`src/sap_pkg.sv`:
```
package sap_pkg;

  // Register map and layout of the routing mask
  localparam int          REG_W          = 24;
  localparam logic [7:0]  ROUTE_MASK_OFS = 8'h28;
  localparam logic [23:0] ROUTE_MASK_RST = 24'h000000;
  localparam logic [23:0] ROUTE_IMPL     = 24'hFFFFFE;

  // Field positions, channel one at the high end of each group
  localparam int OVERCURRENT_HI  = 23;
  localparam int UNDERCURRENT_HI = 19;
  localparam int OVERVOLTAGE_HI  = 15;
  localparam int UNDERVOLTAGE_HI = 11;
  localparam int OVERPOWER_HI    = 7;
  localparam int ACCUM_FULL_BIT  = 3;
  localparam int COUNT_FULL_BIT  = 2;
  localparam int CONV_PULSE_BIT  = 1;
  localparam int UNIMPL_BIT      = 0;

  // Conversion-done pulse timing
  localparam int CLK_PERIOD_NS   = 40;
  localparam int CONV_PULSE_NS   = 5000;
  localparam int CONV_PULSE_CYC  = CONV_PULSE_NS / CLK_PERIOD_NS;
  localparam int PULSE_CNT_W     = 7;
  localparam logic [6:0] PULSE_CNT_RST = 7'h00;

  // Pulse generator states
  typedef enum logic [1:0] {
    SAP_IDLE  = 2'b01,
    SAP_PULSE = 2'b10
  } sap_pulse_state_e;

endpackage

```
`src/sap_pulse_if.sv`:
```
`timescale 1ns/1ps
// Conversion-done start strobe and stretched pulse between the two modules
interface sap_pulse_if;
  logic start;
  logic active;

  modport src (output start, input active);
  modport gen (input start, output active);
endinterface

```
`src/sap_pulse_gen.sv`:
```
`timescale 1ns/1ps
module sap_pulse_gen (
  input  wire logic clk,
  input  wire logic sys_rst,
  sap_pulse_if.gen  pulse
);

  localparam logic [6:0] LAST_CNT =
    7'(sap_pkg::CONV_PULSE_CYC - 1);

  sap_pkg::sap_pulse_state_e state;
  sap_pkg::sap_pulse_state_e next_state;
  logic [sap_pkg::PULSE_CNT_W-1:0] cnt;
  logic [sap_pkg::PULSE_CNT_W-1:0] next_cnt;

  // A new completion restarts the count, so back-to-back ends merge into one longer pulse
  always_comb begin
    next_state = state;
    next_cnt   = cnt;
    unique case (state)
      sap_pkg::SAP_IDLE: begin
        if (pulse.start) begin
          next_state = sap_pkg::SAP_PULSE;
          next_cnt   = sap_pkg::PULSE_CNT_RST;
        end
      end
      sap_pkg::SAP_PULSE: begin
        if (pulse.start) begin
          next_cnt = sap_pkg::PULSE_CNT_RST;
        end else if (cnt == LAST_CNT) begin
          next_state = sap_pkg::SAP_IDLE;
          next_cnt   = sap_pkg::PULSE_CNT_RST;
        end else begin
          next_cnt = cnt + 7'h01;
        end
      end
      default: begin
        next_state = sap_pkg::SAP_IDLE;
        next_cnt   = sap_pkg::PULSE_CNT_RST;
      end
    endcase
  end

  // State registers
  always_ff @(posedge clk) begin
    if (sys_rst) begin
      state <= sap_pkg::SAP_IDLE;
      cnt   <= sap_pkg::PULSE_CNT_RST;
    end else begin
      state <= next_state;
      cnt   <= next_cnt;
    end
  end

  assign pulse.active = (state == sap_pkg::SAP_PULSE);

  // Length of the pulse since its last start, for checking only
  logic [7:0] run_len;
  always_ff @(posedge clk) begin
    if (sys_rst || pulse.start) begin
      run_len <= 8'h00;
    end else if (pulse.active) begin
      run_len <= run_len + 8'h01;
    end
  end

  property p_pulse_len;
    @(posedge clk) disable iff (sys_rst)
      $fell(pulse.active) |-> (run_len == 8'(sap_pkg::CONV_PULSE_CYC));
  endproperty
  a_pulse_len: assert property (p_pulse_len)
    else $error("conversion pulse length wrong");

  property p_pulse_start;
    @(posedge clk) disable iff (sys_rst)
      pulse.start |=> pulse.active;
  endproperty
  a_pulse_start: assert property (p_pulse_start)
    else $error("conversion pulse did not start");

endmodule

```
`src/sap_route.sv`:
```
`timescale 1ns/1ps
// Notes on behaviour
// - A writable routing mask at 28h picks sources for the second pin.
// - Routing drives the pin only while the pin is in alert function.
// - A routed source reaches the pin only if its alert is also enabled.
// - Bits 23 to 20 route overcurrent alerts of channels one to four.
// - Bits 19 to 16 route undercurrent alerts of channels one to four.
// - Bits 15 to 12 route overvoltage alerts of channels one to four.
// - Bits 11 to 8 route undervoltage alerts of channels one to four.
// - Bit 0 is unimplemented, reads zero and ignores writes.
// - Bits 7 to 4 route overpower alerts of channels one to four.
// - Bit 3 routes the any-channel accumulator full alert.
// - Bit 2 routes the accumulation count full alert.
// - Bit 1 holds the pin high until 5 us after the last conversion end.
module sap_route (
  input  wire logic        clk,
  input  wire logic        sys_rst,
  input  wire logic        reg_wr_en,
  input  wire logic        reg_rd_en,
  input  wire logic [7:0]  reg_addr,
  input  wire logic [23:0] reg_wdata,
  output logic      [23:0] reg_rdata,
  output logic             reg_rd_valid,
  input  wire logic        pin_alert_func,
  input  wire logic [23:0] alert_enable,
  input  wire logic [23:0] alert_source,
  input  wire logic        conv_done,
  output logic             second_alert_pin
);

  localparam logic [23:0] ONE_HOT_PULSE =
    24'h000001 << sap_pkg::CONV_PULSE_BIT;

  // Address decode shared by reads and writes
  function automatic logic hits_mask(input logic [7:0] addr);
    return addr == sap_pkg::ROUTE_MASK_OFS;
  endfunction

  logic [23:0] second_alert_pin_route_mask;
  logic [23:0] next_route_mask;
  logic [23:0] next_rdata;
  logic        next_rd_valid;
  logic [23:0] qualified;
  logic        next_pin;

  sap_pulse_if pulse_bus ();

  assign pulse_bus.start = conv_done;

  sap_pulse_gen u_pulse (
    .clk     (clk),
    .sys_rst (sys_rst),
    .pulse   (pulse_bus)
  );

  // Register port; unmapped reads return zero, unmapped writes are dropped
  always_comb begin
    next_route_mask = second_alert_pin_route_mask;
    next_rdata      = 24'h000000;
    next_rd_valid   = reg_rd_en;
    if (reg_wr_en && hits_mask(reg_addr)) begin
      next_route_mask = reg_wdata & sap_pkg::ROUTE_IMPL;
    end
    if (reg_rd_en && hits_mask(reg_addr)) begin
      next_rdata = second_alert_pin_route_mask & sap_pkg::ROUTE_IMPL;
    end
  end

  // Register state
  always_ff @(posedge clk) begin
    if (sys_rst) begin
      second_alert_pin_route_mask <= sap_pkg::ROUTE_MASK_RST;
      reg_rdata                   <= 24'h000000;
      reg_rd_valid                <= 1'b0;
    end else begin
      second_alert_pin_route_mask <= next_route_mask;
      reg_rdata                   <= next_rdata;
      reg_rd_valid                <= next_rd_valid;
    end
  end

  // Level sources: bits 23 down to 2 share one layout across both registers
  genvar g;
  generate
    for (g = sap_pkg::COUNT_FULL_BIT; g < sap_pkg::REG_W; g++) begin : g_lvl
      assign qualified[g] = second_alert_pin_route_mask[g] &
                            alert_enable[g] &
                            alert_source[g];
    end
  endgenerate

  // The stretched pulse stands in for the raw completion strobe
  assign qualified[sap_pkg::CONV_PULSE_BIT] =
    second_alert_pin_route_mask[sap_pkg::CONV_PULSE_BIT] &
    alert_enable[sap_pkg::CONV_PULSE_BIT] & pulse_bus.active;
  assign qualified[sap_pkg::UNIMPL_BIT] = 1'b0;

  // Outside alert function the pin belongs to other logic, so hold it low
  always_comb begin
    next_pin = pin_alert_func & (|qualified);
  end

  // Pin register; one cycle of latency from source to pin
  always_ff @(posedge clk) begin
    if (sys_rst) begin
      second_alert_pin <= 1'b0;
    end else begin
      second_alert_pin <= next_pin;
    end
  end

  property p_write_store;
    @(posedge clk) disable iff (sys_rst)
      (reg_wr_en && reg_addr == 8'h28) |=>
        (second_alert_pin_route_mask == ($past(reg_wdata) & 24'hFFFFFE));
  endproperty
  a_write_store: assert property (p_write_store)
    else $error("routing mask write not stored");

  property p_read_back;
    @(posedge clk) disable iff (sys_rst)
      (reg_rd_en && reg_addr == 8'h28 && !reg_wr_en) |=>
        reg_rd_valid && (reg_rdata == $past(second_alert_pin_route_mask));
  endproperty
  a_read_back: assert property (p_read_back)
    else $error("routing mask read wrong");

  property p_bit0_zero;
    @(posedge clk) disable iff (sys_rst)
      reg_rd_valid |-> (reg_rdata[0] == 1'b0);
  endproperty
  a_bit0_zero: assert property (p_bit0_zero)
    else $error("unimplemented bit read as one");

  property p_func_gate;
    @(posedge clk) disable iff (sys_rst)
      !pin_alert_func |=> !second_alert_pin;
  endproperty
  a_func_gate: assert property (p_func_gate)
    else $error("pin driven outside alert function");

  property p_enable_gate;
    @(posedge clk) disable iff (sys_rst)
      ((alert_enable & second_alert_pin_route_mask &
        ~ONE_HOT_PULSE) == 24'h000000 &&
       !alert_enable[1]) |=> !second_alert_pin;
  endproperty
  a_enable_gate: assert property (p_enable_gate)
    else $error("pin driven by a source not enabled");

  property p_or_only;
    @(posedge clk) disable iff (sys_rst)
      second_alert_pin |-> $past(pin_alert_func) &&
        ($past(qualified) != 24'h000000);
  endproperty
  a_or_only: assert property (p_or_only)
    else $error("pin high without a qualified source");

  property p_overcurrent;
    @(posedge clk) disable iff (sys_rst)
      (pin_alert_func && second_alert_pin_route_mask[20] &&
       alert_enable[20] && alert_source[20]) |=> second_alert_pin;
  endproperty
  a_overcurrent: assert property (p_overcurrent)
    else $error("channel four overcurrent not routed");

  property p_undercurrent;
    @(posedge clk) disable iff (sys_rst)
      (pin_alert_func && second_alert_pin_route_mask[19] &&
       alert_enable[19] && alert_source[19]) |=> second_alert_pin;
  endproperty
  a_undercurrent: assert property (p_undercurrent)
    else $error("channel one undercurrent not routed");

  property p_overvoltage;
    @(posedge clk) disable iff (sys_rst)
      (pin_alert_func && second_alert_pin_route_mask[13] &&
       alert_enable[13] && alert_source[13]) |=> second_alert_pin;
  endproperty
  a_overvoltage: assert property (p_overvoltage)
    else $error("channel three overvoltage not routed");

  property p_undervoltage;
    @(posedge clk) disable iff (sys_rst)
      (pin_alert_func && second_alert_pin_route_mask[8] &&
       alert_enable[8] && alert_source[8]) |=> second_alert_pin;
  endproperty
  a_undervoltage: assert property (p_undervoltage)
    else $error("channel four undervoltage not routed");

  property p_overpower;
    @(posedge clk) disable iff (sys_rst)
      (pin_alert_func && second_alert_pin_route_mask[6] &&
       alert_enable[6] && alert_source[6]) |=> second_alert_pin;
  endproperty
  a_overpower: assert property (p_overpower)
    else $error("channel two overpower not routed");

  property p_accum;
    @(posedge clk) disable iff (sys_rst)
      (pin_alert_func && second_alert_pin_route_mask[3] &&
       alert_enable[3] && alert_source[3]) |=> second_alert_pin;
  endproperty
  a_accum: assert property (p_accum)
    else $error("accumulator full not routed");

  property p_count;
    @(posedge clk) disable iff (sys_rst)
      (pin_alert_func && second_alert_pin_route_mask[2] &&
       alert_enable[2] && alert_source[2]) |=> second_alert_pin;
  endproperty
  a_count: assert property (p_count)
    else $error("count full not routed");

  property p_conv_pulse;
    @(posedge clk) disable iff (sys_rst)
      (conv_done && pin_alert_func && second_alert_pin_route_mask[1] &&
       alert_enable[1]) ##1
      (pin_alert_func && second_alert_pin_route_mask[1] &&
       alert_enable[1]) |=> second_alert_pin;
  endproperty
  a_conv_pulse: assert property (p_conv_pulse)
    else $error("conversion pulse missing on pin");

  property p_reset_clear;
    @(posedge clk) sys_rst |=> (second_alert_pin_route_mask == 24'h000000);
  endproperty
  a_reset_clear: assert property (p_reset_clear)
    else $error("routing mask not cleared by reset");

endmodule

```
`config.mk`:
```
export PLATFORM = sky130hd
export DESIGN_NAME = sap_route
export DESIGN_NICKNAME = d
export VERILOG_FILES = /design/src/sap_pkg.sv /design/src/sap_pulse_if.sv /design/src/sap_pulse_gen.sv /design/src/sap_route.sv
export SDC_FILE = /design/constraint.sdc
export NUM_CORES = 1
export LEC_CHECK = 0
export BUFFER_PORTS_ARGS = -buffer_cell sky130_fd_sc_hd__buf_2
export CAP_MARGIN = 20
export CORE_MARGIN = 4
export CORE_UTILIZATION = 42
export CTS_BUF_LIST = sky130_fd_sc_hd__clkbuf_2 sky130_fd_sc_hd__clkbuf_4 sky130_fd_sc_hd__clkbuf_8
export CTS_CLUSTER_SIZE = 16
export DETAILED_ROUTE_END_ITERATION = 10
export PLACE_DENSITY_LB_ADDON = 0.15
export SETUP_SLACK_MARGIN = 0.5
export SYNTH_ARGS = -nofsm -noshare
export SYNTH_HDL_FRONTEND = slang
export SYNTH_HIERARCHICAL = 1
export SYNTH_SLANG_ARGS = --single-unit
```
`constraint.sdc`:
```
create_clock -name clk -period 1.6 [get_ports clk]
set_clock_uncertainty 0.15 [all_clocks]
set_input_delay 0.16 -clock clk [delete_from_list [all_inputs] [get_ports clk]]
set_output_delay 0.16 -clock clk [all_outputs]
set_load 0.01 [all_outputs]
```
### Word-level counts from Yosys, hierarchy flattened

Cells that the tools add are included.

| operators by class | value |
|---|---|
| reductions and logical operators | 5 |
| bitwise gates (word level) | 48 |
| add/subtract/negate cells | 1 |
| multiplexer cells | 8 |
| equal/unequal tests | 7 |

Operators with widths:

| operator | count |
|---|---|
| 1-bit bitwise AND | 47 |
| 23-bit OR reduction | 1 |
| 7-bit 2-to-1 mux | 3 |
| 7-bit one-hot mux with 2 select lines | 1 |
| 8-bit by 6-bit equality test with 1-bit output, second input constant | 1 |
| 7-bit by 1-bit adder with 7-bit output, second input constant | 1 |
| 7-bit equality test, second input constant | 1 |
| 2-bit 2-to-1 mux | 3 |
| 2-bit != test, second input constant | 2 |
| 2-bit one-hot mux with 2 select lines | 1 |
| 3-bit AND reduction | 1 |
| 2-bit by 1-bit equality test with 1-bit output, second input constant | 1 |
| 2-bit equality test, second input constant | 1 |
| 1-bit logical AND | 2 |
| 2-bit by 1-bit != test with 1-bit output, second input constant | 1 |
| 2-bit OR reduction | 1 |
| 1-bit inverter | 1 |

| word-level totals | value |
|---|---|
| bits of input ports | 86 |
| word-level logic and storage cells | 76 |
| output and inout port bits | 26 |
| bits in registers | 58 |

### Logic depth before layout (Yosys ltp)

| logic depth | value |
|---|---|
| depth after elaboration | 4 |
| gate-level depth with buffers | 5 |
| depth with buffers taken out | 5 |

### Modules after synthesis

The synthesis kept the hierarchy.

Modules (own cells, without submodules):

| module | instances | area an instance (um^2) | seq. area each (um^2) | cells an instance |
|---|---|---|---|---|
| sap_route | 1 | 1755.4 | 960.9 | 160 |
| sap_pulse_gen | 1 | 481.7 | 180.2 | 51 |

### Worst setup path before layout

OpenSTA, ideal clock, no wires.

| timing | value |
|---|---|
| kind | register -> register |
| start | reg u_pulse.state[0] |
| end | reg second_alert_pin |
| path buffers | 0 |
| arrival time | 1226 ps |
| data required time | 1328 ps |
| cell stages (with the launch flop) | 6 |
| clock period less this slack | 1497 ps |
| setup time | 122 ps |
| path slack | 103 ps |
| path through | dfxtp_1 and2b_1 and3_1 a31oi_1 nand4_1 o311a_1 |

| on the way | value |
|---|---|
| cells in the longest elaborated chain, start to end | 4 |

Ends and longest elaborated chain:

| item | line | text |
|---|---|---|
| start, declared | sap_pulse_gen.sv:11 | `sap_pkg::sap_pulse_state_e state;` |
| start signal, assigned | sap_pulse_gen.sv:47 | `state <= sap_pkg::SAP_IDLE;` |
| start signal, assigned | sap_pulse_gen.sv:50 | `state <= next_state;` |
| 2-bit equality test | sap_pulse_gen.sv:55 | `assign pulse.active = (state == sap_pkg::SAP_PULSE);` |
| named net pulse_bus.active | sap_pulse_if.sv:5 | `logic active;` |
| 1-bit bitwise AND | sap_route.sv:95 | `alert_enable[sap_pkg::CONV_PULSE_BIT] & pulse_bus.active;` |
| 23-bit OR reduction | sap_route.sv:100 | `next_pin = pin_alert_func & (\|qualified);` |
| 1-bit bitwise AND | sap_route.sv:100 |  |
| end signal, assigned | sap_route.sv:108 | `second_alert_pin <= next_pin;` |
| end, declared | sap_route.sv:28 | `output logic second_alert_pin` |

The timed path passes the listed nets, and every way through them passes these cells.
A chain may end at the register's enable or synchronous reset.

### Final worst setup path

Same ends and word-level chain as after synthesis.

==> qor.txt <==
pwr/cell area: 843 nW/um^2
total wire length: 7320 um
post-synthesis register bit count: 57
fill cell count: 368
# IOs: 112
clock buffer depth: 2
Final Hold Fails: 0
Final Cycle Share: 95.5%
Worst path slowest cell: dfxtp_2
total negative setup slack: 0 ns
GRT overflow: 0
CTS clock-pin slew for the worst setup and hold paths: 0.06 ns
Die Height: 81.0 um
crit-path max cell delay: 0.33 ns
Residual DRC: 0
synthesized instance count: 211
max_cap viols: 0
leakage power: 1.90 nW
Antenna Cells: 0
CTS Buf Count: 9
# setup viols final: 0
First-pass DRT Iterations: 4
share of the synthesized area in the top cell type: 51.0%
R2R depth: 5
fraction of layout instances using a drive strength above 1: 59.3%
Netlist Area Pre-Place: 2240 um^2
synth unique cells: 41
port bufs: 106
Crit. End Element: register
number of global-route vias before repair: 2,145
# nets final: 453
Worst Path Required: 1.67 ns
Initial Util: 43.5%
vias per inst: 5.00
critical-path cell list: and2b_2, and3_4, a31oi_4, nand4_1, o311a_1
GR Layer Usage met2: 38.3%
kind of critical path: register to register
DP HPWL: 4110 um
sequential-to-total area share from yosys stat: 51.0%
Worst Path Arrival: 1.60 ns
Max VDD drop: 0.594 mV
fmax: 654 MHz
Clock Latency Late Sink: 0.34 ns
met1 Use GR: 22.2%
First DRT Iteration DRCs: 62
placed instance count: 382
syn_area_per_cell: 10.6 um^2
Core ar.: 5140 um^2
initial antenna violation count: 0
Synth-to-Final Area Change: 73.0%
minimum clock period: 1.53 ns
FP Rows: 26
top_reg_cell synth: dfxtp_1
worst hold stages: 3
RD Place Congestion: 0.745
clk sinks: 57
number of synthesized flops with an enable pin: 0
Hold Path Class: primary input to register
H-tree depth: 3
RSZ-0062 raised after global routing: true
CTS tree: built
run status: complete, no violations
clock root buffer: clkbuf_8
Die Footprint: 6560 um^2
top cells by count, synth: dfxtp_1 (57), nor2_1 (25), and2_2 (23), mux2i_1 (23), a31oi_1 (12)
antenna-violating nets left: 0
WL per Instance: 16.7 um
ranking of synthesized cells by area: dfxtp_1 (51%), mux2i_1 (10%), and2_2 (7.7%), nor2_1 (4.2%), a31oi_1 (3.4%)
routed vias: 2,195
GR Util met3: 8.65%
Synth area leader: dfxtp_1
async set-reset flop share out of synthesis: 0%
first-pass GRT wire length: 10,300 um
Die X: 81.0 um
nature of the critical path startpoint: register
Max Slew Vio Count: 0
overall routing resource usage: 21.4%
Finished Layout Cells: 439
most common cell in the netlist: dfxtp_1
YS warnings: 6
Mapped Nets: 299
worst-path maximum fanout: 3
GR peak layer: met2
largest net degree at the start of global routing: 27
==> logic make-up (layout without fill, tap and decap cells) <==
| kind of cell | Yosys count | count (layout) | share of synthesized area [%] |
|---|---|---|---|
| other | 1 | 1 | 0.168 |
| xor gates and xnor gates | 1 | 1 | 0.392 |
| and+or+nand+nor | 85 | 88 | 24.5 |
| adders and majority gates | 2 | 2 | 1.12 |
| buffers and inverters | 14 | 169 | 3.47 |
| DFF | 57 | 57 | 51.0 |
| AOI/OAI and AO/OA | 28 | 28 | 9.06 |
| muxes | 23 | 23 | 10.3 |
==> per-stage QoR <==
step,utilization (%),setup slack [ns],area (um^2),hold WS (ns),total power (W)
3_3_place_gp,56.5,0.0396,2900,0.234,0.00164
5_1_grt,75.3,0.0261,3870,0.0303,0.00338
4_1_cts,70.3,0.0920,3610,0.00196,0.00325
2_1_floorplan,-,0.136,2320,0.0791,0.00153
6_report,75.3,0.0714,3870,0.0369,0.00326
3_5_place_dp,56.5,0.0424,2900,0.238,0.00164
==> flip-flops by register name, indices dropped and copies added (netlist names) <==
| name | cells |
|---|---|
| u_pulse/state | 2 |
| second_alert_pin | 1 |
| reg_rd_valid | 1 |
| u_pulse/cnt | 7 |
| second_alert_pin_route_mask | 23 |
| reg_rdata | 23 |
==> routing by layer <==
metal,share of wire (%),vias to the layer above
met2,55,81
met5,0,-
met1,36,1037
li1,-,1063
met4,1.7,0
met3,7.2,14
==> layout make-up <==
type	instances	area [um^2]	share of cell area, %
clock buffers	13	173	4.46
clock inverters	2	60.1	1.55
inverters	5	21.3	0.550
multi-input cells	143	1250	32.3
flip-flops and latches	57	1170	30.4
well taps	70	87.6	2.26
repair buffers	149	1100	28.5
==> layout by cell type, fill, tap and decap left out, drive strengths merged, types with 2 or more instances in the layout <==
cell	n
a221oi	4
a31oi	12
and2	23
and3	11
and4	4
buf	124
bufinv	2
clkbuf	13
dfxtp	57
dlygate4sd3	25
ha	2
inv	5
mux2i	23
nand2	4
nand3	4
nand4	4
nor2	25
nor2b	3
o21ai	2
o31ai	4
or4	3
==> worst max-delay path: cells and delay by family, from the launching register on <==
family / cells / cell delay [ns]
simple gates: 3 / 0.52
compound gates: 2 / 0.43
flops: 1 / 0.33
==> what timing repair did <==
| item | 4_1_cts | 5_1_grt |
|---|---|---|
| hold buffers | 25 | 0 |
| gates resized for setup | 22 | 53 |
| endpoints found under the hold margin | 25 | 0 |
| setup endpoints to repair | 56 | 72 |
| setup buffers | 6 | 5 |
| pin swaps | 5 | 10 |
| cloned | 5 | 1 |
==> power by group <==
group	switching [W]	internal (W)	total, W
Combinational	0.000111	0.000156	0.000267
Sequential	0.00000691	0.00142	0.00143
Clock	0.000552	0.00101	0.00157
Total	0.000669	0.00259	0.00326
==> final timing paths <==
| check | to | slack, ns | from |
|---|---|---|---|
| setup / recovery | second_alert_pin | 0.07 | u_pulse/state[0] |
| hold / removal | u_pulse/state[1] | 0.04 | conv_done |
| setup reg to reg | second_alert_pin | 0.07 | u_pulse/state[0] |
| hold reg to reg | reg_rdata[18] | 0.35 | second_alert_pin_route_mask[18] |
No activity file was read; power rests on OpenSTA's default activity.
